File: src/core/rrs_pkg.sv
// constants, types and register map of the receive restart and sequencer block
package rrs_pkg;
  localparam int ADDR_W = 4;
  localparam int DATA_W = 8;
  // register offsets
  localparam logic [3:0] OFF_RX_CFG = 4'h0;
  localparam logic [3:0] OFF_GAIN = 4'h1;
  localparam logic [3:0] OFF_AUTO = 4'h2;
  localparam logic [3:0] OFF_LEVEL = 4'h3;
  localparam logic [3:0] OFF_SEQ = 4'h4;
  localparam logic [3:0] OFF_OPMODE = 4'h5;
  localparam logic [3:0] OFF_T1 = 4'h6;
  localparam logic [3:0] OFF_T2 = 4'h7;
  localparam logic [3:0] OFF_STATUS = 4'h8;
  // sequencer control and auto restart wait field positions
  localparam int SEQ_LAUNCH_BIT = 7;
  localparam int SEQ_STOP_BIT = 6;
  localparam int SEQ_REST_BIT = 5;
  localparam int SEQ_LPSEL_BIT = 4;
  localparam int SEQ_FROM_IDLE_BIT = 3;
  localparam int AUTO_WAIT_LSB = 4;
  // chip modes
  localparam logic [2:0] MODE_SLEEP = 3'h0;
  localparam logic [2:0] MODE_STDBY = 3'h1;
  localparam logic [2:0] MODE_TX = 3'h3;
  localparam logic [2:0] MODE_RX = 3'h5;
  localparam logic [2:0] OPMODE_RESET = 3'h1;
  // receive trigger codes
  localparam logic [2:0] TRIG_NONE = 3'h0;
  localparam logic [2:0] TRIG_RSSI = 3'h1;
  localparam logic [2:0] TRIG_PRE = 3'h6;
  localparam logic [2:0] TRIG_BOTH = 3'h7;
  // automatic restart selections
  localparam logic [1:0] AR_OFF = 2'h0;
  localparam logic [1:0] AR_WAIT = 2'h1;
  localparam logic [1:0] AR_RELOCK = 2'h2;
  // timing
  localparam int CLK_NS = 20;
  localparam int PLL_LOCK_NS = 20000;
  localparam int PLL_LOCK_CYC = (PLL_LOCK_NS + CLK_NS - 1) / CLK_NS;
  localparam int IPD_STEP_NS = 2000;
  localparam int IPD_STEP_CYC = (IPD_STEP_NS + CLK_NS - 1) / CLK_NS;
  localparam int TIMER_STEP_NS = 1000;
  localparam int TIMER_STEP_CYC = (TIMER_STEP_NS + CLK_NS - 1) / CLK_NS;
  localparam int EVAL_BASE_NS = 2000;
  localparam int EVAL_BASE_CYC = (EVAL_BASE_NS + CLK_NS - 1) / CLK_NS;
  typedef enum logic [2:0] {
    SEQ_HALTED, SEQ_IDLE, SEQ_TX, SEQ_RX, SEQ_FRAME_HELD, SEQ_POWER_CHOICE, SEQ_EXPIRY
  } rrs_seq_e;
  typedef struct packed {
    logic collision_restart_enable;
    logic restart_keep_oscillator;
    logic restart_relock_oscillator;
    logic auto_freq_correct_enable;
    logic auto_gain_enable;
    logic [2:0] receive_trigger_select;
  } rrs_rx_cfg_s;
  typedef struct packed {
    logic on_strength;
    logic on_preamble;
    logic on_sync;
  } rrs_timeouts_s;
endpackage

File: src/core/rrs_core.sv
// receive restart control, gain/frequency correction start and mode sequencer
//
// How it works
// (RULE_01) strength sample ready after evaluation time
// (RULE_02) corrections armed on receiver start and restarts
// (RULE_03) trigger code picks event; enables gate corrections
// (RULE_04) agc off means manual amplifier gain
// (RULE_05) keep-oscillator restart only without frequency change
// (RULE_06) relock restart after frequency or correction change
// (RULE_07) user restart ignored unless mode settled
// (RULE_08) restart select 00 never restarts itself
// (RULE_09) select 01 restarts after empty plus wait
// (RULE_10) select 10 adds oscillator lock delay
// (RULE_11) collision restart on sudden strength rise
// (RULE_12) rise compared to threshold in dB steps
// (RULE_13) sequencer works only in FSK/OOK mode
// (RULE_14) launch from sleep/standby records initial mode
// (RULE_15) stop forces sequencer off anytime
// (RULE_16) launch and stop never written together
// (RULE_17) halted waits; from choice restores initial mode
// (RULE_18) idle holds rest mode, waits first timer
// (RULE_19) transmit, receive, frame-held keep radio on
// (RULE_20) power choice picks halted or idle
// (RULE_21) any of three timeouts is expiry
// (RULE_22) two timers drive sequencer mode changes
// (RULE_23) rest choice 0 standby, 1 sleep
// (RULE_24) power select 0 halted, 1 idle
// (RULE_25) trigger bits self-clear after one action
`timescale 1ns/1ps
`default_nettype none
module rrs_core #(
  parameter int CNT_W = 16
) (
  input wire logic clk,
  input wire logic resetn,
  input wire logic [rrs_pkg::ADDR_W-1:0] reg_addr,
  input wire logic [rrs_pkg::DATA_W-1:0] reg_wdata,
  input wire logic reg_wr,
  input wire logic reg_rd,
  output logic [rrs_pkg::DATA_W-1:0] reg_rdata,
  input wire logic fsk_mode,
  input wire logic mode_settled_flag,
  input wire logic payload_complete_event,
  input wire logic buffer_empty,
  input wire logic packet_sent,
  input wire logic [7:0] rssi_value,
  input wire logic rssi_valid,
  input wire logic rssi_irq,
  input wire logic preamble_found_event,
  input wire rrs_pkg::rrs_timeouts_s timeouts,
  input wire logic [2:0] agc_gain,
  output logic [2:0] chip_mode,
  output logic [2:0] amp_gain,
  output logic agc_run,
  output logic afc_run,
  output logic rx_restart,
  output logic relock_osc,
  output logic strength_ready,
  output logic receive_expiry_event
);
  rrs_pkg::rrs_rx_cfg_s rx_cfg_ff;
  rrs_pkg::rrs_seq_e seq_ff;
  logic [2:0] manual_amp_gain_ff;
  logic [1:0] auto_receive_restart_sel_ff;
  logic [3:0] between_packet_wait_ff;
  logic [2:0] strength_averaging_option_ff;
  logic [7:0] collision_level_step_ff;
  logic rest_power_choice_ff, lp_sel_ff, from_idle_ff;
  logic [2:0] op_mode_ff, init_mode_ff, chip_mode_ff, amp_gain_ff;
  logic [7:0] t1_reload_ff, t2_reload_ff, t1_cnt_ff, t2_cnt_ff;
  logic launch_req_ff, stop_req_ff, keep_req_ff, relock_req_ff;
  logic [7:0] rdata_ff, rssi_prev_ff;
  logic prev_ok_ff, armed_ff, agc_run_ff, afc_run_ff, rx_restart_ff, relock_ff;
  logic ar_pend_ff, ar_dly_on_ff, ar_relock_ff, eval_done_ff, expiry_ff, was_rx_ff;
  logic [CNT_W-1:0] ar_dly_ff, eval_cnt_ff, nxt_eval_load, nxt_ar_load;
  logic [7:0] pre_cnt_ff;
  logic tick, rx_on, user_go, auto_go, coll_go, seq_go, restart_go, any_timeout;
  logic t1_fire, t2_fire, wr_seq, trig_hit;
  logic [2:0] nxt_chip_mode;

  // evaluation time is twice the base, doubled again for each step of the averaging option up to 6; option 7 gives the base alone
  function automatic logic [CNT_W-1:0] eval_cycles(input logic [2:0] avg);
    eval_cycles = CNT_W'(rrs_pkg::EVAL_BASE_CYC) << (avg + 3'h1);
  endfunction

  // trigger decode; unused codes act as no trigger
  function automatic logic trig_decode(input logic [2:0] sel, input logic rs, input logic pr);
    case (sel)
      rrs_pkg::TRIG_RSSI: trig_decode = rs;
      rrs_pkg::TRIG_PRE: trig_decode = pr;
      rrs_pkg::TRIG_BOTH: trig_decode = rs | pr;
      default: trig_decode = 1'b0;
    endcase
  endfunction

  assign wr_seq = reg_wr && (reg_addr == rrs_pkg::OFF_SEQ);
  assign rx_on = (chip_mode_ff == rrs_pkg::MODE_RX);
  assign any_timeout = timeouts.on_strength | timeouts.on_preamble | timeouts.on_sync; // RULE_21
  assign trig_hit = trig_decode(rx_cfg_ff.receive_trigger_select, rssi_irq,
                                preamble_found_event); // RULE_03
  // the controller picks keep or relock; both restart alike, and relock also pulses relock_osc
  assign user_go = (keep_req_ff | relock_req_ff) && mode_settled_flag && rx_on; // RULE_07 RULE_05
  assign auto_go = ar_dly_on_ff && (ar_dly_ff == '0); // RULE_09
  assign coll_go = rx_cfg_ff.collision_restart_enable && rx_on && rssi_valid && prev_ok_ff
                   && (rssi_value > rssi_prev_ff)
                   && ((rssi_value - rssi_prev_ff) >= collision_level_step_ff); // RULE_11 RULE_12
  assign seq_go = (seq_ff == rrs_pkg::SEQ_EXPIRY);
  assign restart_go = user_go | auto_go | coll_go | seq_go; // RULE_02
  assign nxt_eval_load = eval_cycles(strength_averaging_option_ff);
  assign nxt_ar_load = CNT_W'(between_packet_wait_ff) * CNT_W'(rrs_pkg::IPD_STEP_CYC)
    + ((auto_receive_restart_sel_ff == rrs_pkg::AR_RELOCK) ? CNT_W'(rrs_pkg::PLL_LOCK_CYC)
       : CNT_W'(0)); // RULE_10

  // shared prescaler for the sequencer timers
  always_ff @(posedge clk or negedge resetn) begin
    if (!resetn) begin
      pre_cnt_ff <= 8'h00;
    end else if (pre_cnt_ff == 8'(rrs_pkg::TIMER_STEP_CYC - 1)) begin
      pre_cnt_ff <= 8'h00;
    end else begin
      pre_cnt_ff <= pre_cnt_ff + 8'h01;
    end
  end
  assign tick = (pre_cnt_ff == 8'(rrs_pkg::TIMER_STEP_CYC - 1));
  assign t1_fire = (seq_ff == rrs_pkg::SEQ_IDLE) && tick && (t1_cnt_ff <= 8'h01); // RULE_22
  assign t2_fire = (seq_ff == rrs_pkg::SEQ_RX) && tick && (t2_cnt_ff <= 8'h01); // RULE_22

  // timers reload outside their state, count steps inside it
  always_ff @(posedge clk or negedge resetn) begin
    if (!resetn) begin
      t1_cnt_ff <= 8'h00;
      t2_cnt_ff <= 8'h00;
    end else begin
      if (seq_ff != rrs_pkg::SEQ_IDLE || t1_fire) begin
        t1_cnt_ff <= t1_reload_ff;
      end else if (tick) begin
        t1_cnt_ff <= t1_cnt_ff - 8'h01;
      end
      if (seq_ff != rrs_pkg::SEQ_RX || t2_fire) begin
        t2_cnt_ff <= t2_reload_ff;
      end else if (tick) begin
        t2_cnt_ff <= t2_cnt_ff - 8'h01;
      end
    end
  end

  // register writes; op mode also restored when power choice sends the sequencer to halted
  always_ff @(posedge clk or negedge resetn) begin
    if (!resetn) begin
      rx_cfg_ff <= '0;
      manual_amp_gain_ff <= 3'h0;
      auto_receive_restart_sel_ff <= 2'h0;
      between_packet_wait_ff <= 4'h0;
      strength_averaging_option_ff <= 3'h0;
      collision_level_step_ff <= 8'h0A;
      rest_power_choice_ff <= 1'b0;
      lp_sel_ff <= 1'b0;
      from_idle_ff <= 1'b0;
      op_mode_ff <= rrs_pkg::OPMODE_RESET;
      t1_reload_ff <= 8'h00;
      t2_reload_ff <= 8'h00;
    end else begin
      if (seq_ff == rrs_pkg::SEQ_POWER_CHOICE && !lp_sel_ff) begin
        op_mode_ff <= init_mode_ff; // RULE_17
      end else if (reg_wr && reg_addr == rrs_pkg::OFF_OPMODE) begin
        op_mode_ff <= reg_wdata[2:0];
      end
      if (reg_wr) begin
        case (reg_addr)
          rrs_pkg::OFF_RX_CFG: begin
            rx_cfg_ff <= reg_wdata;
          end
          rrs_pkg::OFF_GAIN: begin
            manual_amp_gain_ff <= reg_wdata[2:0];
            strength_averaging_option_ff <= reg_wdata[6:4];
          end
          rrs_pkg::OFF_AUTO: begin
            auto_receive_restart_sel_ff <= reg_wdata[1:0];
            between_packet_wait_ff <= reg_wdata[rrs_pkg::AUTO_WAIT_LSB +: 4];
          end
          rrs_pkg::OFF_LEVEL: collision_level_step_ff <= reg_wdata;
          rrs_pkg::OFF_SEQ: begin
            rest_power_choice_ff <= reg_wdata[rrs_pkg::SEQ_REST_BIT];
            lp_sel_ff <= reg_wdata[rrs_pkg::SEQ_LPSEL_BIT];
            from_idle_ff <= reg_wdata[rrs_pkg::SEQ_FROM_IDLE_BIT];
          end
          rrs_pkg::OFF_T1: t1_reload_ff <= reg_wdata;
          rrs_pkg::OFF_T2: t2_reload_ff <= reg_wdata;
          default: begin
          end
        endcase
      end
    end
  end

  // trigger bits live one cycle and never read back as set
  always_ff @(posedge clk or negedge resetn) begin
    if (!resetn) begin
      launch_req_ff <= 1'b0;
      stop_req_ff <= 1'b0;
      keep_req_ff <= 1'b0;
      relock_req_ff <= 1'b0;
    end else begin
      launch_req_ff <= wr_seq && reg_wdata[rrs_pkg::SEQ_LAUNCH_BIT]; // RULE_25
      stop_req_ff <= wr_seq && reg_wdata[rrs_pkg::SEQ_STOP_BIT]; // RULE_25
      keep_req_ff <= reg_wr && reg_addr == rrs_pkg::OFF_RX_CFG && reg_wdata[6]; // RULE_25
      relock_req_ff <= reg_wr && reg_addr == rrs_pkg::OFF_RX_CFG && reg_wdata[5]; // RULE_25
    end
  end

  // read data stand for exactly the cycle after the strobe
  always_ff @(posedge clk or negedge resetn) begin
    if (!resetn) begin
      rdata_ff <= 8'h00;
    end else if (reg_rd) begin
      case (reg_addr)
        rrs_pkg::OFF_RX_CFG: rdata_ff <= {rx_cfg_ff[7], 2'b00, rx_cfg_ff[4:0]};
        rrs_pkg::OFF_GAIN: rdata_ff <= {1'b0, strength_averaging_option_ff, 1'b0,
                                        manual_amp_gain_ff};
        rrs_pkg::OFF_AUTO: rdata_ff <= {between_packet_wait_ff, 2'b00,
                                        auto_receive_restart_sel_ff};
        rrs_pkg::OFF_LEVEL: rdata_ff <= collision_level_step_ff;
        rrs_pkg::OFF_SEQ: rdata_ff <= {2'b00, rest_power_choice_ff, lp_sel_ff, from_idle_ff,
                                       3'b000};
        rrs_pkg::OFF_OPMODE: rdata_ff <= {5'h00, op_mode_ff};
        rrs_pkg::OFF_T1: rdata_ff <= t1_reload_ff;
        rrs_pkg::OFF_T2: rdata_ff <= t2_reload_ff;
        rrs_pkg::OFF_STATUS: rdata_ff <= {seq_ff, mode_settled_flag, ar_pend_ff, chip_mode_ff};
        default: rdata_ff <= 8'h00;
      endcase
    end else begin
      rdata_ff <= 8'h00;
    end
  end

  // sequencer; stop and loss of FSK/OOK mode override every state
  always_ff @(posedge clk or negedge resetn) begin
    if (!resetn) begin
      seq_ff <= rrs_pkg::SEQ_HALTED;
      init_mode_ff <= rrs_pkg::MODE_STDBY;
    end else if (stop_req_ff || !fsk_mode) begin
      seq_ff <= rrs_pkg::SEQ_HALTED; // RULE_15 RULE_13 RULE_16
    end else begin
      case (seq_ff)
        rrs_pkg::SEQ_HALTED: begin
          if (launch_req_ff && (op_mode_ff == rrs_pkg::MODE_SLEEP
              || op_mode_ff == rrs_pkg::MODE_STDBY)) begin
            seq_ff <= rrs_pkg::SEQ_POWER_CHOICE; // RULE_14
            init_mode_ff <= op_mode_ff; // RULE_14
          end
        end
        rrs_pkg::SEQ_POWER_CHOICE: begin
          seq_ff <= lp_sel_ff ? rrs_pkg::SEQ_IDLE : rrs_pkg::SEQ_HALTED; // RULE_20 RULE_24
        end
        rrs_pkg::SEQ_IDLE: begin
          if (t1_fire) begin
            seq_ff <= from_idle_ff ? rrs_pkg::SEQ_RX : rrs_pkg::SEQ_TX; // RULE_18
          end
        end
        rrs_pkg::SEQ_TX: begin
          if (packet_sent) begin
            seq_ff <= rrs_pkg::SEQ_POWER_CHOICE;
          end
        end
        rrs_pkg::SEQ_RX: begin
          if (t2_fire) begin
            seq_ff <= rrs_pkg::SEQ_POWER_CHOICE;
          end else if (payload_complete_event) begin
            seq_ff <= rrs_pkg::SEQ_FRAME_HELD;
          end else if (any_timeout) begin
            seq_ff <= rrs_pkg::SEQ_EXPIRY; // RULE_21
          end
        end
        rrs_pkg::SEQ_FRAME_HELD: begin
          if (buffer_empty) begin
            seq_ff <= rrs_pkg::SEQ_POWER_CHOICE;
          end
        end
        rrs_pkg::SEQ_EXPIRY: seq_ff <= rrs_pkg::SEQ_RX;
        default: seq_ff <= rrs_pkg::SEQ_HALTED;
      endcase
    end
  end

  // chip mode follows the sequencer while it runs, else the op mode register
  always_comb begin
    case (seq_ff)
      rrs_pkg::SEQ_IDLE: nxt_chip_mode = rest_power_choice_ff ? rrs_pkg::MODE_SLEEP
                                         : rrs_pkg::MODE_STDBY; // RULE_18 RULE_23
      rrs_pkg::SEQ_TX: nxt_chip_mode = rrs_pkg::MODE_TX; // RULE_19
      rrs_pkg::SEQ_RX, rrs_pkg::SEQ_FRAME_HELD, rrs_pkg::SEQ_EXPIRY:
        nxt_chip_mode = rrs_pkg::MODE_RX; // RULE_19
      rrs_pkg::SEQ_POWER_CHOICE: nxt_chip_mode = init_mode_ff;
      default: nxt_chip_mode = op_mode_ff; // RULE_17
    endcase
  end

  // mode and gain outputs
  always_ff @(posedge clk or negedge resetn) begin
    if (!resetn) begin
      chip_mode_ff <= rrs_pkg::OPMODE_RESET;
      amp_gain_ff <= 3'h0;
      was_rx_ff <= 1'b0;
    end else begin
      chip_mode_ff <= nxt_chip_mode;
      was_rx_ff <= rx_on;
      amp_gain_ff <= rx_cfg_ff.auto_gain_enable ? agc_gain : manual_amp_gain_ff; // RULE_04
    end
  end

  // corrections armed at receiver start or restart, fired by the trigger event
  always_ff @(posedge clk or negedge resetn) begin
    if (!resetn) begin
      armed_ff <= 1'b0;
      agc_run_ff <= 1'b0;
      afc_run_ff <= 1'b0;
    end else begin
      agc_run_ff <= armed_ff && trig_hit && rx_cfg_ff.auto_gain_enable; // RULE_03
      afc_run_ff <= armed_ff && trig_hit && rx_cfg_ff.auto_gain_enable
                    && rx_cfg_ff.auto_freq_correct_enable; // RULE_03
      // a restart in the firing cycle rearms, so the next packet is not skipped
      if ((rx_on && !was_rx_ff) || restart_go) begin
        armed_ff <= 1'b1; // RULE_02
      end else if (trig_hit || !rx_on) begin
        armed_ff <= 1'b0;
      end
    end
  end

  // restart strobes; relock for user relock request or select 10
  always_ff @(posedge clk or negedge resetn) begin
    if (!resetn) begin
      rx_restart_ff <= 1'b0;
      relock_ff <= 1'b0;
      expiry_ff <= 1'b0;
    end else begin
      rx_restart_ff <= restart_go;
      relock_ff <= (user_go && relock_req_ff) || (auto_go && ar_relock_ff); // RULE_06
      expiry_ff <= any_timeout && rx_on;
    end
  end

  // automatic restart: pending on payload, wait for empty buffer, then delay
  always_ff @(posedge clk or negedge resetn) begin
    if (!resetn) begin
      ar_pend_ff <= 1'b0;
      ar_dly_on_ff <= 1'b0;
      ar_relock_ff <= 1'b0;
      ar_dly_ff <= '0;
    end else begin
      if (payload_complete_event && rx_on
          && auto_receive_restart_sel_ff != rrs_pkg::AR_OFF) begin
        ar_pend_ff <= 1'b1; // RULE_08
      end else if (ar_pend_ff && buffer_empty) begin
        ar_pend_ff <= 1'b0;
      end
      if (ar_pend_ff && buffer_empty && !payload_complete_event) begin
        ar_dly_on_ff <= 1'b1; // RULE_09
        ar_dly_ff <= nxt_ar_load; // RULE_10
        ar_relock_ff <= (auto_receive_restart_sel_ff == rrs_pkg::AR_RELOCK);
      end else if (auto_go || !rx_on) begin
        ar_dly_on_ff <= 1'b0;
      end else if (ar_dly_on_ff) begin
        ar_dly_ff <= ar_dly_ff - CNT_W'(1);
      end
    end
  end

  // strength sample timing and collision reference
  always_ff @(posedge clk or negedge resetn) begin
    if (!resetn) begin
      eval_cnt_ff <= '0;
      eval_done_ff <= 1'b0;
      rssi_prev_ff <= 8'h00;
      prev_ok_ff <= 1'b0;
    end else begin
      if (restart_go || !rx_on || !mode_settled_flag) begin
        eval_cnt_ff <= nxt_eval_load;
        eval_done_ff <= 1'b0;
      end else if (eval_cnt_ff != '0) begin
        eval_cnt_ff <= eval_cnt_ff - CNT_W'(1);
      end else begin
        eval_done_ff <= 1'b1; // RULE_01
      end
      if (restart_go || !rx_on) begin
        prev_ok_ff <= 1'b0;
      end else if (rssi_valid) begin
        rssi_prev_ff <= rssi_value;
        prev_ok_ff <= 1'b1;
      end
    end
  end

  assign reg_rdata = rdata_ff;
  assign chip_mode = chip_mode_ff;
  assign amp_gain = amp_gain_ff;
  assign agc_run = agc_run_ff;
  assign afc_run = afc_run_ff;
  assign rx_restart = rx_restart_ff;
  assign relock_osc = relock_ff;
  assign strength_ready = eval_done_ff;
  assign receive_expiry_event = expiry_ff;

  // checks
  property p_settled;
    @(posedge clk) disable iff (!resetn)
    (keep_req_ff && !mode_settled_flag && !auto_go && !coll_go && !seq_go) |=> !rx_restart_ff;
  endproperty
  a_settled: assert property (p_settled) else $error("restart taken while not settled"); // RULE_07
  property p_gain;
    @(posedge clk) disable iff (!resetn)
    !rx_cfg_ff.auto_gain_enable |=> (amp_gain == $past(manual_amp_gain_ff));
  endproperty
  a_gain: assert property (p_gain) else $error("manual gain not applied"); // RULE_04
  property p_stop;
    @(posedge clk) disable iff (!resetn)
    stop_req_ff |=> (seq_ff == rrs_pkg::SEQ_HALTED) ##1 (seq_ff == rrs_pkg::SEQ_HALTED
      || seq_ff == rrs_pkg::SEQ_POWER_CHOICE);
  endproperty
  a_stop: assert property (p_stop) else $error("stop did not halt sequencer"); // RULE_15
  property p_launch;
    @(posedge clk) disable iff (!resetn)
    (launch_req_ff && !stop_req_ff && fsk_mode && seq_ff == rrs_pkg::SEQ_HALTED
     && (op_mode_ff == rrs_pkg::MODE_SLEEP || op_mode_ff == rrs_pkg::MODE_STDBY))
     |=> (seq_ff == rrs_pkg::SEQ_POWER_CHOICE) && (init_mode_ff == $past(op_mode_ff));
  endproperty
  a_launch: assert property (p_launch) else $error("launch not taken"); // RULE_14
  property p_fsk;
    @(posedge clk) disable iff (!resetn)
    !fsk_mode |=> (seq_ff == rrs_pkg::SEQ_HALTED);
  endproperty
  a_fsk: assert property (p_fsk) else $error("sequencer ran outside fsk mode"); // RULE_13
  property p_trig_none;
    @(posedge clk) disable iff (!resetn)
    (rx_cfg_ff.receive_trigger_select == rrs_pkg::TRIG_NONE) |=> !agc_run_ff;
  endproperty
  a_trig_none: assert property (p_trig_none) else $error("correction without trigger"); // RULE_03
  property p_afc_needs_agc;
    @(posedge clk) disable iff (!resetn)
    afc_run_ff |-> agc_run_ff;
  endproperty
  a_afc_needs_agc: assert property (p_afc_needs_agc) else $error("afc alone"); // RULE_03
  property p_coll;
    @(posedge clk) disable iff (!resetn)
    coll_go |=> rx_restart_ff && armed_ff;
  endproperty
  a_coll: assert property (p_coll) else $error("collision restart missing"); // RULE_11
  property p_ar_off;
    @(posedge clk) disable iff (!resetn)
    (auto_receive_restart_sel_ff == rrs_pkg::AR_OFF && !ar_pend_ff && !ar_dly_on_ff) |=> !auto_go;
  endproperty
  a_ar_off: assert property (p_ar_off) else $error("auto restart while off"); // RULE_08
  property p_idle;
    @(posedge clk) disable iff (!resetn)
    (seq_ff == rrs_pkg::SEQ_IDLE) |=> (chip_mode_ff == ($past(rest_power_choice_ff)
      ? rrs_pkg::MODE_SLEEP : rrs_pkg::MODE_STDBY));
  endproperty
  a_idle: assert property (p_idle) else $error("idle mode wrong"); // RULE_18
  c_user: cover property (@(posedge clk) disable iff (!resetn) user_go ##1 rx_restart_ff);
  c_auto: cover property (@(posedge clk) disable iff (!resetn) auto_go && ar_relock_ff);
  c_seq: cover property (@(posedge clk) disable iff (!resetn)
    seq_ff == rrs_pkg::SEQ_IDLE ##1 seq_ff == rrs_pkg::SEQ_RX);
endmodule // rrs_core
`default_nettype wire

File: config.mk
export PLATFORM = sky130hd
export DESIGN_NAME = rrs_core
export DESIGN_NICKNAME = d
export VERILOG_FILES = /design/src/core/rrs_pkg.sv /design/src/core/rrs_core.sv
export SDC_FILE = /design/constraint.sdc
export NUM_CORES = 1
export LEC_CHECK = 0
export BUFFER_PORTS_ARGS = -buffer_cell sky130_fd_sc_hd__buf_2
export CORE_ASPECT_RATIO = 1.2
export CORE_MARGIN = 3
export CORE_UTILIZATION = 40
export CTS_CLUSTER_SIZE = 40
export DETAILED_ROUTE_END_ITERATION = 16
export HOLD_SLACK_MARGIN = 0.03
export PLACE_DENSITY = 0.55
export REMOVE_ABC_BUFFERS = 1
export SLEW_MARGIN = 20
export SYNTH_ARGS = -nofsm -noshare
export SYNTH_HDL_FRONTEND = slang
export SYNTH_SLANG_ARGS = --single-unit
File: constraint.sdc
create_clock -name clk -period 7.5 [get_ports clk]
set_input_delay 0.375 -clock clk [delete_from_list [all_inputs] [get_ports clk]]
set_output_delay 0.375 -clock clk [all_outputs]
set_load 0.01 [all_outputs]
Word level (Yosys, flattened, before mapping)

Cells that the tools add are included.

Output and inout bits: 20
Register bits: 148

Muxes and demuxes: 40
Add/subtract/negate cells: 8
Multipliers: 1
Equality and inequality tests: 30
Shift operators: 1
Reduce and logical (&&, ||, !) cells: 75
Bitwise gates (word level): 9
Order comparisons: 4

Operators with widths:

| operator                                                        | count |
|---|---|
| two-way mux 16 bit                                              | 5 |
| case mux 8 bit (9 select lines)                                 | 1 |
| two-way mux 8 bit                                               | 6 |
| two-way mux 3 bit                                               | 11 |
| logical AND 1 bit                                               | 32 |
| subtractor 16 x 1 -> 16 bit (second input constant)             | 2 |
| case mux 3 bit (7 select lines)                                 | 1 |
| nonzero test 2 bit                                              | 10 |
| == test 3 bit (second input constant)                           | 6 |
| AND reduction 2 bit                                             | 9 |
| == test 4 x 3 -> 1 bit (second input constant)                  | 4 |
| less-or-equal comparator 8 x 1 -> 1 bit (second input constant) | 2 |
| logical NOT 16 bit                                              | 1 |
| nonzero test 16 bit                                             | 1 |
| << shifter 7 x 3 -> 16 bit (first input constant)               | 1 |
| subtractor 8 x 1 -> 8 bit (second input constant)               | 2 |
| two-way mux 1 bit                                               | 13 |
| adder 11 x 10 -> 12 bit                                         | 1 |
| case mux 3 bit (4 select lines)                                 | 1 |
| logical OR 1 bit                                                | 10 |
| two-way mux 10 bit                                              | 1 |
| == test 3 x 1 -> 1 bit (second input constant)                  | 3 |
| multiplier 4 x 5 -> 9 bit (second input constant)               | 1 |
| != test 3 bit (second input constant)                           | 3 |
| 24 further kinds                                                | 41 |

Longest topological paths before layout

Gate-level depths: netlist (run 1).

Word-level depth: 11
Gate-level depth with buffers: 15

Worst setup path before layout (run 1)

OpenSTA, ideal clock, no wires.

Kind: input to register
Start: input port rssi_value[0]
End: register eval_cnt_ff[8]
Path buffers: 1
Path slack: 4.135 ns
Arrival: 3.240 ns
Stages on the path: 14
Cells stage by stage: inv_1 ha_1 fa_1 nand2b_1 a21oi_1 a21o_1 a21oi_1 xnor2_1 ha_1 a21o_1 a221oi_1 o2111ai_2 buf_4 mux2i_1

Cells in the longest elaborated chain, start to end: 8
Elaborated cells between the ends (all ways): 11
Those cells by class: 1 x add/sub; 2 x order compare; 1 x mux; 2 x bitwise; 5 x reduce/logical

RTL lines:

| item                                                                     | RTL line                         | source |
|---|---|---|
| start, declared                                                          | rrs_core.sv:46                   | `input wire logic [7:0] rssi_value,` |
| subtractor 8 bit / greater-than comparator 8 bit (equally long branches) | rrs_core.sv:106, rrs_core.sv:105 |  |
| >= comparator 8 bit / logical AND 1 bit (equally long branches)          | rrs_core.sv:106, rrs_core.sv:105 |  |
| logical AND 1 bit (*)                                                    | rrs_core.sv:106                  | `&& ((rssi_value - rssi_prev_ff) >= collision_level_step_ff);` |
| OR 1 bit (*) (2 in series)                                               | rrs_core.sv:108                  | `assign restart_go = user_go \| auto_go \| coll_go \| seq_go;` |
| logical OR 1 bit (*) (2 in series)                                       | rrs_core.sv:377                  | `if (restart_go \|\| !rx_on \|\| !mode_settled_flag) begin` |
| two-way mux 16 bit / nonzero test 2 bit (equally long branches)          | n/a                              |  |
| end signal, assigned                                                     | rrs_core.sv:378                  | `eval_cnt_ff <= nxt_eval_load;` |
| end signal, assigned                                                     | rrs_core.sv:381                  | `eval_cnt_ff <= eval_cnt_ff - CNT_W'(1);` |
| end, declared                                                            | rrs_core.sv:75                   | `logic [CNT_W-1:0] ar_dly_ff, eval_cnt_ff, nxt_eval_load, nxt_ar_load;` |

Mark *: on every way between the ends. The rest lies on a longest branch, timed or not.
A chain may end at the register's enable or synchronous reset.

Final worst setup path (run 1)

Start: register rssi_prev_ff[0]
End: register eval_cnt_ff[2]

Cells in the longest elaborated chain, start to end: 8
Elaborated cells between the ends (all ways): 11
Those cells by class: 1 x add/sub; 2 x order compare; 1 x mux; 2 x bitwise; 5 x reduce/logical

RTL lines:

| item                                                                     | RTL line                         | source |
|---|---|---|
| start, declared                                                          | rrs_core.sv:72                   | `logic [7:0] rdata_ff, rssi_prev_ff;` |
| start signal, assigned                                                   | rrs_core.sv:388                  | `rssi_prev_ff <= rssi_value;` |
| subtractor 8 bit / greater-than comparator 8 bit (equally long branches) | rrs_core.sv:106, rrs_core.sv:105 |  |
| >= comparator 8 bit / logical AND 1 bit (equally long branches)          | rrs_core.sv:106, rrs_core.sv:105 |  |
| logical AND 1 bit (*)                                                    | rrs_core.sv:106                  |  |
| OR 1 bit (*) (2 in series)                                               | rrs_core.sv:108                  |  |
| logical OR 1 bit (*) (2 in series)                                       | rrs_core.sv:377                  |  |
| two-way mux 16 bit / nonzero test 2 bit (equally long branches)          | n/a                              |  |

Marked as above.

==> results.toml, run 1 <==
[power]
leakage_nw = 4.468
power_density_mw_per_mm2 = 344.6
ir_worst_vdd_v = 0.0001675

[timing]
rsz0062_at_grt = "false"
finalSetupViolations = 0
fin_setup_tns_ns = 0
fin_crit_sh = 0.5339
max_freq_mhz = 249.7
finClkSkew_ns = 0.01257
finalHoldViolations = 0
slew_headroom = 0.4065
worst_pin_slew_ns = 0.8791
fin_ws_ns = 3.496
post-route-min-period_ns = 4.004
slew_violations = 0

[min_path]
hold_class = "in2reg"

[job]
cap_violations = 0

[route]
first_pass_iters = 5
viasPerCell = 5.406
drc = 0
wire_per_inst_um = 17.74
vias = 6439
drt-total-wl_mm = 21.13
drtIter0Drc = 368
ant_nets = 0

[floorplan]
die_w_um = 139.7
design.core.area_mm2 = 0.02105
die_h_um = 166.5
start_util = 0.4079
ios = 58
num_rows = 58
die-area_mm2 = 0.02326

[clock_tree]
cts_num_sinks = 148
cts-root-buf = "clkbuf_16"
cts_tree = "yes"
clk_pin_slew_ns = 0.06
clk_latency_ns = 0.42
clockBufferDepth = 2
cts-buffers-inserted = 17
htreeDepth = 4
post-cts-setup-buffers = 0

[global_route]
grt_usage = 0.1855
grt_pass1_wl_mm = 34.51
antenna_found_initial = 0
grt_overflow = 0
grt_max_degree = 82
grt_pass1_vias = 6420

[worst_setup_path]
crit_fanout = 16
worstSetupPathType = "reg2reg"
arrival_ns = 4.30
crit_required_ns = 7.80
endpoint_kind = "flip-flop"
worstSetupStartpointType = "flip-flop"

[cells_and_area]
multi_input_area_mm2 = 0.004559
area_delta_synth_final_pct = 13.42
diodes = 0
layout-drive-gt1-share = 0.1781
final_nets = 996
regArea_mm2 = 0.003710
fin_util = 0.4627
fill_cells = 2057

[synth]
synth-seq-area-share = 0.4322
synth.most_common_cell = "dfrtp_1"
yosys.area.top_type_share = 0.4168
synth.avg_cell_area_um2 = 9.959
ys_ff_latch = 148
yosysTopAreaCell = "dfrtp_1"
async_reset_ff_frac = 1.000
syn_area_mm2 = 0.008584
synthTopCellsByArea = "dfrtp_1 (42%), ha_1 (6.6%), mux2_2 (6.4%), mux2i_1 (3.8%), nand2_1 (3.4%)"
synth_warnings = 0
ys_types = 78
netlist_top_cells_count = "dfrtp_1 (143), nand2_1 (78), nor2_1 (68)"
synth-edff-count = 0
synthFlopType = "dfrtp_1"
synth_cells = 862

[placed_design]
routabilityCongestion = 0.8359
dpl.hpwl_mm = 15.49
place.port_buffers = 57
post-place-ws_ns = 3.269

[status]
run_status = "finished clean"
## what timing repair did
action / in CTS / in global routing
resized for setup: 0 / 0
hold endpoints to repair: 3 / 0
hold buffers: 1 / 0
## worst max-delay path, cell delays in order (launching register included)
cell       delay [ns]
dfrtp_1          0.38
ha_1             0.21
fa_1             0.40
nand2b_1         0.18
a21oi_1          0.21
a21o_1           0.15
a21oi_1          0.07
xnor2_1          0.21
ha_1             0.28
a21o_1           0.16
a221oi_1         0.71
o2111ai_4        0.49
mux2_2           0.43
## kinds of logic (layout without fill, tap and decap cells)
group / Yosys count / after routing / share of synthesized area
DFF: 148 / 148 / 0.4322
and+or+nand+nor: 287 / 287 / 0.1745
buffers and inverters: 85 / 144 / 0.03862
xor gates and xnor gates: 45 / 45 / 0.04591
muxes: 86 / 86 / 0.1106
adders and majority gates: 47 / 47 / 0.07025
AOI/OAI and AO/OA: 164 / 164 / 0.1280
## routing by layer
layer / track usage / wire length [um]
met4: 0.05815 / 388
met2: 0.3048 / 10280
met1: 0.2524 / 9863
met5: 0 / 0
met3: 0.02987 / 596
## sequential cells by signal, indices dropped and copies added (netlist names), 2 cells and up
signal / cells
auto_receive_restart_sel_ff: 2
t1_cnt_ff: 8
between_packet_wait_ff: 4
pre_cnt_ff: 8
seq_ff: 3
reg_rdata: 8
rssi_prev_ff: 8
op_mode_ff: 3
amp_gain: 3
init_mode_ff: 3
collision_level_step_ff: 8
rx_cfg_ff: 6
manual_amp_gain_ff: 3
ar_dly_ff: 16
t1_reload_ff: 8
chip_mode: 3
strength_averaging_option_ff: 3
eval_cnt_ff: 16
t2_reload_ff: 8
t2_cnt_ff: 8
## cell type report
type                    instances  area share
well taps                     270     0.03470
flip-flops and latches        148      0.3810
inverters                      55     0.02120
clock buffers                  21     0.04934
multi-input cells             629      0.4683
clock inverters                 8     0.01298
repair buffers                 60     0.03251
## report_power, final
part	switching, mW	leakage (nW)	internal [mW]
clock network	0.330	0.289	0.553
registers	0.245	1.85	1.03
logic	0.639	2.33	0.562
total	1.21	4.47	2.14
## path summary, 6_finish.rpt
check	start	depth (start not counted)	to	slack (ns)
min reg2reg	pre_cnt_ff[7]$_DFF_PN0_	1	pre_cnt_ff[7]$_DFF_PN0_	0.47
max in group asynchronous	resetn	3	lp_sel_ff$_DFFE_PN0P_	5.55
min in group asynchronous	resetn	2	ar_dly_ff[12]$_DFFE_PN0P_	0.54
max reg2reg	rssi_prev_ff[0]$_DFFE_PN0P_	12	eval_cnt_ff[2]$_DFFE_PN0P_	3.50
max	rssi_prev_ff[0]$_DFFE_PN0P_	12	eval_cnt_ff[2]$_DFFE_PN0P_	3.50
min	agc_gain[0]	2	amp_gain[0]$_DFF_PN0_	0.19
## placed cells by master, fill, tap and decap left out, types with 9 or more instances in the layout
master / count
nor4_1: 9
nor2b_1: 10
clkbuf_16: 17
nor2_1: 68
buf_2: 56
mux2_2: 49
o21ai_0: 47
mux2i_1: 33
a21oi_1: 30
and3_1: 11
xnor2_1: 20
and2_1: 10
nor3b_1: 11
nor3_1: 16
inv_1: 54
nand2_1: 78
ha_1: 45
dfrtp_1: 143
nand3_1: 16
xor2_1: 25
## stage by stage
stage	area [um^2]	instances	power [mW]	hold slack, ns
global placement	9109	1161	2.459	0.4606
CTS	9726	1191	3.384	0.1753
detailed placement	9109	1161	2.482	0.4674
global route	9737	1191	3.613	0.1707
floorplan	8459	832	2.134	0.07941
finish	9737	1191	3.355	0.1919
Note: power is estimated with default switching activity, not from simulation.
==> run 2, diff against run 1 <==
ABC_AREA = 1   (was unset)
clock period = 4.2 ns   (was 7.5 ns; I/O delays follow)
==> results.toml, run 2 <==
[global_route]
grt_usage = 0.1946
grt_pass1_wl_mm = 36.67
grt_max_degree = 87
antenna_found_initial = 1
grt_overflow = 0
grt_pass1_vias = 7077

[synth]
yosys.area.top_type_share = 0.4124
syn_area_mm2 = 0.008677
async_reset_ff_frac = 1.000
synthTopCellsByArea = "dfrtp_1 (41%), nand2_1 (12%), inv_1 (7.4%), o21ai_0 (6.6%), ha_1 (6.5%)"
synth_warnings = 0
ys_types = 46
synth_cells = 1144
ys_ff_latch = 148
yosysTopAreaCell = "dfrtp_1"
synthFlopType = "dfrtp_1"
synth-edff-count = 0
netlist_top_cells_count = "nand2_1 (285), inv_1 (171), dfrtp_1 (143)"
synth-seq-area-share = 0.4275
synth.avg_cell_area_um2 = 7.585
synth.most_common_cell = "nand2_1"

[clock_tree]
clockBufferDepth = 2
post-cts-setup-buffers = 0
cts-hold-fix-buffers = 6
cts_resized = 0
htreeDepth = 4
cts_num_sinks = 148
clk_latency_ns = 0.43
clk_pin_slew_ns = 0.06
cts-buffers-inserted = 17
cts-root-buf = "clkbuf_16"
cts_tree = "yes"

[worst_setup_path]
crit_required_ns = 4.56
arrival_ns = 3.60
worstSetupPathType = "reg2reg"
crit_fanout = 27
worstSetupStartpointType = "flip-flop"
endpoint_kind = "flip-flop"

[cells_and_area]
final_common_cell = "nand2_1"
final_nets = 1297
fill_cells = 2158
reg_top3 = "ar_dly_ff x16, eval_cnt_ff x16"
final_cell_mix = "nand2_1 (285), inv_1 (171), dfrtp_1 (143)"
diodes = 0
area_delta_synth_final_pct = 13.81
layout-drive-gt1-share = 0.1045

[floorplan]
die_h_um = 167.3
die-area_mm2 = 0.02350
ios = 58
num_rows = 58
design.core.area_mm2 = 0.02112
start_util = 0.4109
die_w_um = 140.5

[route]
drc = 0
viasPerCell = 4.946
ant_nets = 0
wire_per_inst_um = 14.94
drt-total-wl_mm = 22.33
vias = 7395
first_pass_iters = 5
drtIter0Drc = 369

[timing]
finClkSkew_ns = 0.01214
finalSetupViolations = 0
worst_pin_slew_ns = 0.8114
max_freq_mhz = 309.2
slew_headroom = 0.4590
timing.hold.ws_ns = 0.04019
rsz0062_at_grt = "false"
finalHoldViolations = 0
fin_setup_tns_ns = 0
slew_violations = 0
fin_crit_sh = 0.7700
post-route-min-period_ns = 3.234

[min_path]
hold_class = "in2reg"

[job]
cap_violations = 0

[power]
ir_worst_vdd_v = 0.0003185
power_density_mw_per_mm2 = 578.7
leakage_nw = 5.108

[placed_design]
place.port_buffers = 57
dpl.hpwl_mm = 16.83
routabilityCongestion = 0.8818

[status]
run_status = "finished clean"
-- run 2: cell families (layout without fill, tap and decap cells) --
logic type               count (synthesis)  in the layout  synth area share
AND/OR/NAND/NOR                        512            512            0.2499
AO/OA/AOI/OAI                          208            208            0.1311
buffers and inverters                  194            275           0.08652
flip-flops                             148            148            0.4275
adder cells (fa/ha/maj)                 47             47           0.06950
XOR/XNOR                                34             34           0.03432
multiplexers                             1              1          0.001154
-- run 2: where the power goes --
part | internal, mW | total, mW | switching (mW)
Clock | 0.904 | 1.50 | 0.601
Combinational | 0.821 | 2.14 | 1.32
Sequential | 1.78 | 2.07 | 0.290
-- run 2: critical path: stages (launching register included) --
cell	delay, ns
dfrtp_1	0.34
inv_1	0.04
ha_1	0.33
a21oi_1	0.18
o21ai_0	0.12
o21ai_0	0.16
nand2_1	0.06
nand2_1	0.05
nand2_1	0.05
xor2_1	0.14
ha_1	0.29
nand2_1	0.07
inv_1	0.03
nor2_1	0.09
o21a_1	0.13
nand2_1	0.06
nand2_2	0.10
nand3_2	0.43
nor2_1	0.35
nand2_1	0.08
nand2_1	0.07
-- run 2: per-stage QoR --
step	std cells	utilization	power, mW	setup WS, ns	area (um^2)
detailed placement	1457	0.4377	4.237	0.9822	9243
CTS	1495	0.4677	5.768	0.9421	9876
global placement	1457	0.4377	4.219	1.049	9243
global route	1495	0.4677	6.217	0.6033	9876
finish	1495	0.4677	5.715	0.9661	9876
floorplan	1127	-	3.662	1.411	8591
-- run 2: path summary, 6_finish.rpt --
kind                                             start                           to  slack [ns]  cells past startpoint
setup reg to reg           rssi_prev_ff[2]$_DFFE_PN0P_   eval_cnt_ff[5]$_DFFE_PN0P_        0.97                     20
hold / removal                           rssi_value[3]  rssi_prev_ff[3]$_DFFE_PN0P_        0.04                      3
hold reg to reg                 prev_ok_ff$_DFFE_PN0P_       prev_ok_ff$_DFFE_PN0P_        0.47                      2
setup / recovery           rssi_prev_ff[2]$_DFFE_PN0P_   eval_cnt_ff[5]$_DFFE_PN0P_        0.97                     20
min in group asynchronous                       resetn   eval_cnt_ff[1]$_DFFE_PN0P_        0.39                      2
max in group asynchronous                       resetn     t2_cnt_ff[6]$_DFFE_PN0P_        2.82                      3
-- run 2: cell type report --
cell class                 instances  area, um^2  share of cell area
sequential                       148        3710              0.3756
multi-input combinational        802        4217              0.4270
timing repair buffer              66       374.1             0.03788
clock inverter                     9       105.1             0.01064
clock buffer                      23       467.9             0.04738
tap                              270       337.8             0.03421
inverter                         177       664.4             0.06727
-- run 2: metal layers --
metal | wire (um) | GRT usage | vias to the layer above | share of wire
li1 | - | - | 3809 | -
met1 | 10470 | 0.2670 | 3423 | 0.47
met2 | 10630 | 0.3173 | 128 | 0.48
met3 | 791 | 0.03085 | 33 | 0.035
met4 | 436 | 0.05942 | 2 | 0.020
met5 | 7 | 0 | - | 0.00031
==> run 3, diff against run 2 <==
ABC_AREA = 0   (was 1)
PLACE_DENSITY = 0.57   (was 0.55)
clock period = 2.9 ns   (was 4.2 ns; I/O delays follow)
==> results.toml, run 3 (synthesis gave the netlist of run 1 again) <==
[status]
run_status = "finished with violations"
violations = "negative setup slack"

[placed_design]
place.port_buffers = 57
dp.cells = 1196
dpl.hpwl_mm = 15.98
place_area_mm2 = 0.009384
routabilityCongestion = 0.8336
post-place-ws_ns = -0.4638

[cells_and_area]
multi_input_area_mm2 = 0.004677
area_delta_synth_final_pct = 20.57
final_common_cell = "dfrtp_1"
fill_cells = 2006
layout-drive-gt1-share = 0.2257
finalNonFillerCells = 1250
reg_top3 = "ar_dly_ff x16, eval_cnt_ff x16"
final_cell_mix = "dfrtp_1 (143), nand2_1 (78), nor2_1 (63)"
regArea_mm2 = 0.003710
stdcell_area_mm2 = 0.01035
fin_util = 0.4918
final_nets = 1051

[power]
total_power_mw = 9.248
power_density_mw_per_mm2 = 893.5
leakage_nw = 4.748
ir_worst_vdd_v = 0.0004331

[floorplan]
design.core.area_mm2 = 0.02105
num_rows = 58
die_h_um = 166.5
die-area_mm2 = 0.02326
ios = 58
start_util = 0.4079
die_w_um = 139.7

[worst_setup_path]
cp_num_cells = 15
crit_fanout = 8
cpPeakStageDelay_ns = 0.40
path_cells = "ha_4 > fa_2 > nand2b_4 > a21oi_2 > a21o_1 > a21oi_2 > xnor2_1 > ha_1 > o2111ai_2 > nor2_2 > a221oi_4 > buf_6 > o2111ai_4 > buf_6 > mux2_2"
worstSetupPathType = "reg2reg"
r2r-start = "rssi_prev_ff[0]$_DFFE_PN0P_"
worstSetupStartpointType = "flip-flop"
critPathBufInv = 2
path_delay_family = "adder cells"
rr_worst_depth = 15
rr_endpoint = "rssi_prev_ff[5]$_DFFE_PN0P_"
worstSetupStartpoint = "rssi_prev_ff[0]$_DFFE_PN0P_"
arrival_ns = 3.47
crit_required_ns = 3.20
slowest_stage = "dfrtp_1"
reg2reg_slack_ns = -0.27
endpoint_kind = "flip-flop"

[min_path]
hold_depth = 3
hold_end = "receive_expiry_event$_DFF_PN0_"
worstHoldStart = "timeouts[0]"
hold_class = "in2reg"

[clock_tree]
clk_pin_slew_ns = 0.06
cts_tree = "yes"
clk_latency_ns = 0.43
cts_num_sinks = 148
clockBufferDepth = 2
cts-buffers-inserted = 17
htreeDepth = 4
cts-root-buf = "clkbuf_16"

[timing]
fin_crit_sh = 1.092
finalHoldViolations = 0
worst_pin_slew_ns = 0.8510
slew_headroom = 0.4278
finalSetupViolations = 28
timing.hold.ws_ns = 0.04866
post-route-min-period_ns = 3.167
slew_violations = 0
rsz0062_at_grt = "true"
finClkSkew_ns = 0.01240
max_freq_mhz = 315.7
fin_setup_tns_ns = -4.678
fin_ws_ns = -0.2673

[global_route]
grt_pass1_vias = 6628
grt_pass1_wl_mm = 35.17
grt_overflow = 0
grt_max_degree = 72
grt_usage = 0.1886
antenna_found_initial = 1

[route]
first_pass_iters = 4
drtIter0Drc = 397
viasPerCell = 5.353
drc = 0
drt-total-wl_mm = 21.78
ant_nets = 0
wire_per_inst_um = 17.43
vias = 6691

[job]
cap_violations = 0
-- run 3: changes by cell type in the layout (fill, tap and decap cells not counted), sizes merged, moves of 32 or more --
cell / delta
mux2i: +32
mux2: +51
nor2: -58
o21ai: -73
buf: +37
inv: -122
nand3: -38
nand2: -213
-- run 3: final cells by class --
class                      count  share of cell area
multi-input combinational    629              0.4519
clock buffer                  24             0.04751
timing repair buffer         115             0.07725
antenna                        1           0.0002418
tap                          270             0.03264
sequential                   148              0.3584
clock inverter                 8             0.01209
inverter                      55             0.01995
-- run 3: worst max-delay path by stage --
| stage | endpoint | slack [ns] |
|---|---|---|
| 6_report | rssi_prev_ff[5]$_DFFE_PN0P_ | -0.27 |
| 5_1_grt | rssi_prev_ff[6]$_DFFE_PN0P_ | -0.42 |
| 4_1_cts | rssi_prev_ff[5]$_DFFE_PN0P_ | -0.26 |
| 3_5_place_dp | rssi_prev_ff[3]$_DFFE_PN0P_ | -0.46 |
| 3_3_place_gp | rssi_prev_ff[0]$_DFFE_PN0P_ | -0.41 |
| 2_1_floorplan | eval_cnt_ff[2]$_DFFE_PN0P_ | -0.64 |
-- run 3: what timing repair did --
action	in CTS	in global routing
hold endpoints to repair	83	0
pin swaps	7	14
setup endpoints to repair	28	29
setup buffers	0	4
hold buffers	18	0
gates resized for setup	10	20
-- run 3: worst reg2reg max path: cells and delay by family (launching register included) --
kind	cells	cell delay, ns
adder cells (fa/ha/maj)	3	0.82
flip-flops	1	0.40
AND/OR/NAND/NOR	2	0.32
AO/OA/AOI/OAI	6	0.72
XOR/XNOR	1	0.13
multiplexers	1	0.33
buffers and inverters	2	0.32
-- run 3: routing by layer --
layer / part of all wire / track usage
met1: 0.45 / 0.2535
met2: 0.51 / 0.3109
met3: 0.031 / 0.03590
met4: 0.015 / 0.05563
met5: 0 / 0
-- run 3: where the power goes --
group / switching, mW / internal, mW / total (mW)
clock: 0.869 / 1.44 / 2.31
combinational: 1.88 / 1.80 / 3.68
sequential: 0.594 / 2.66 / 3.25
total: 3.34 / 5.90 / 9.25
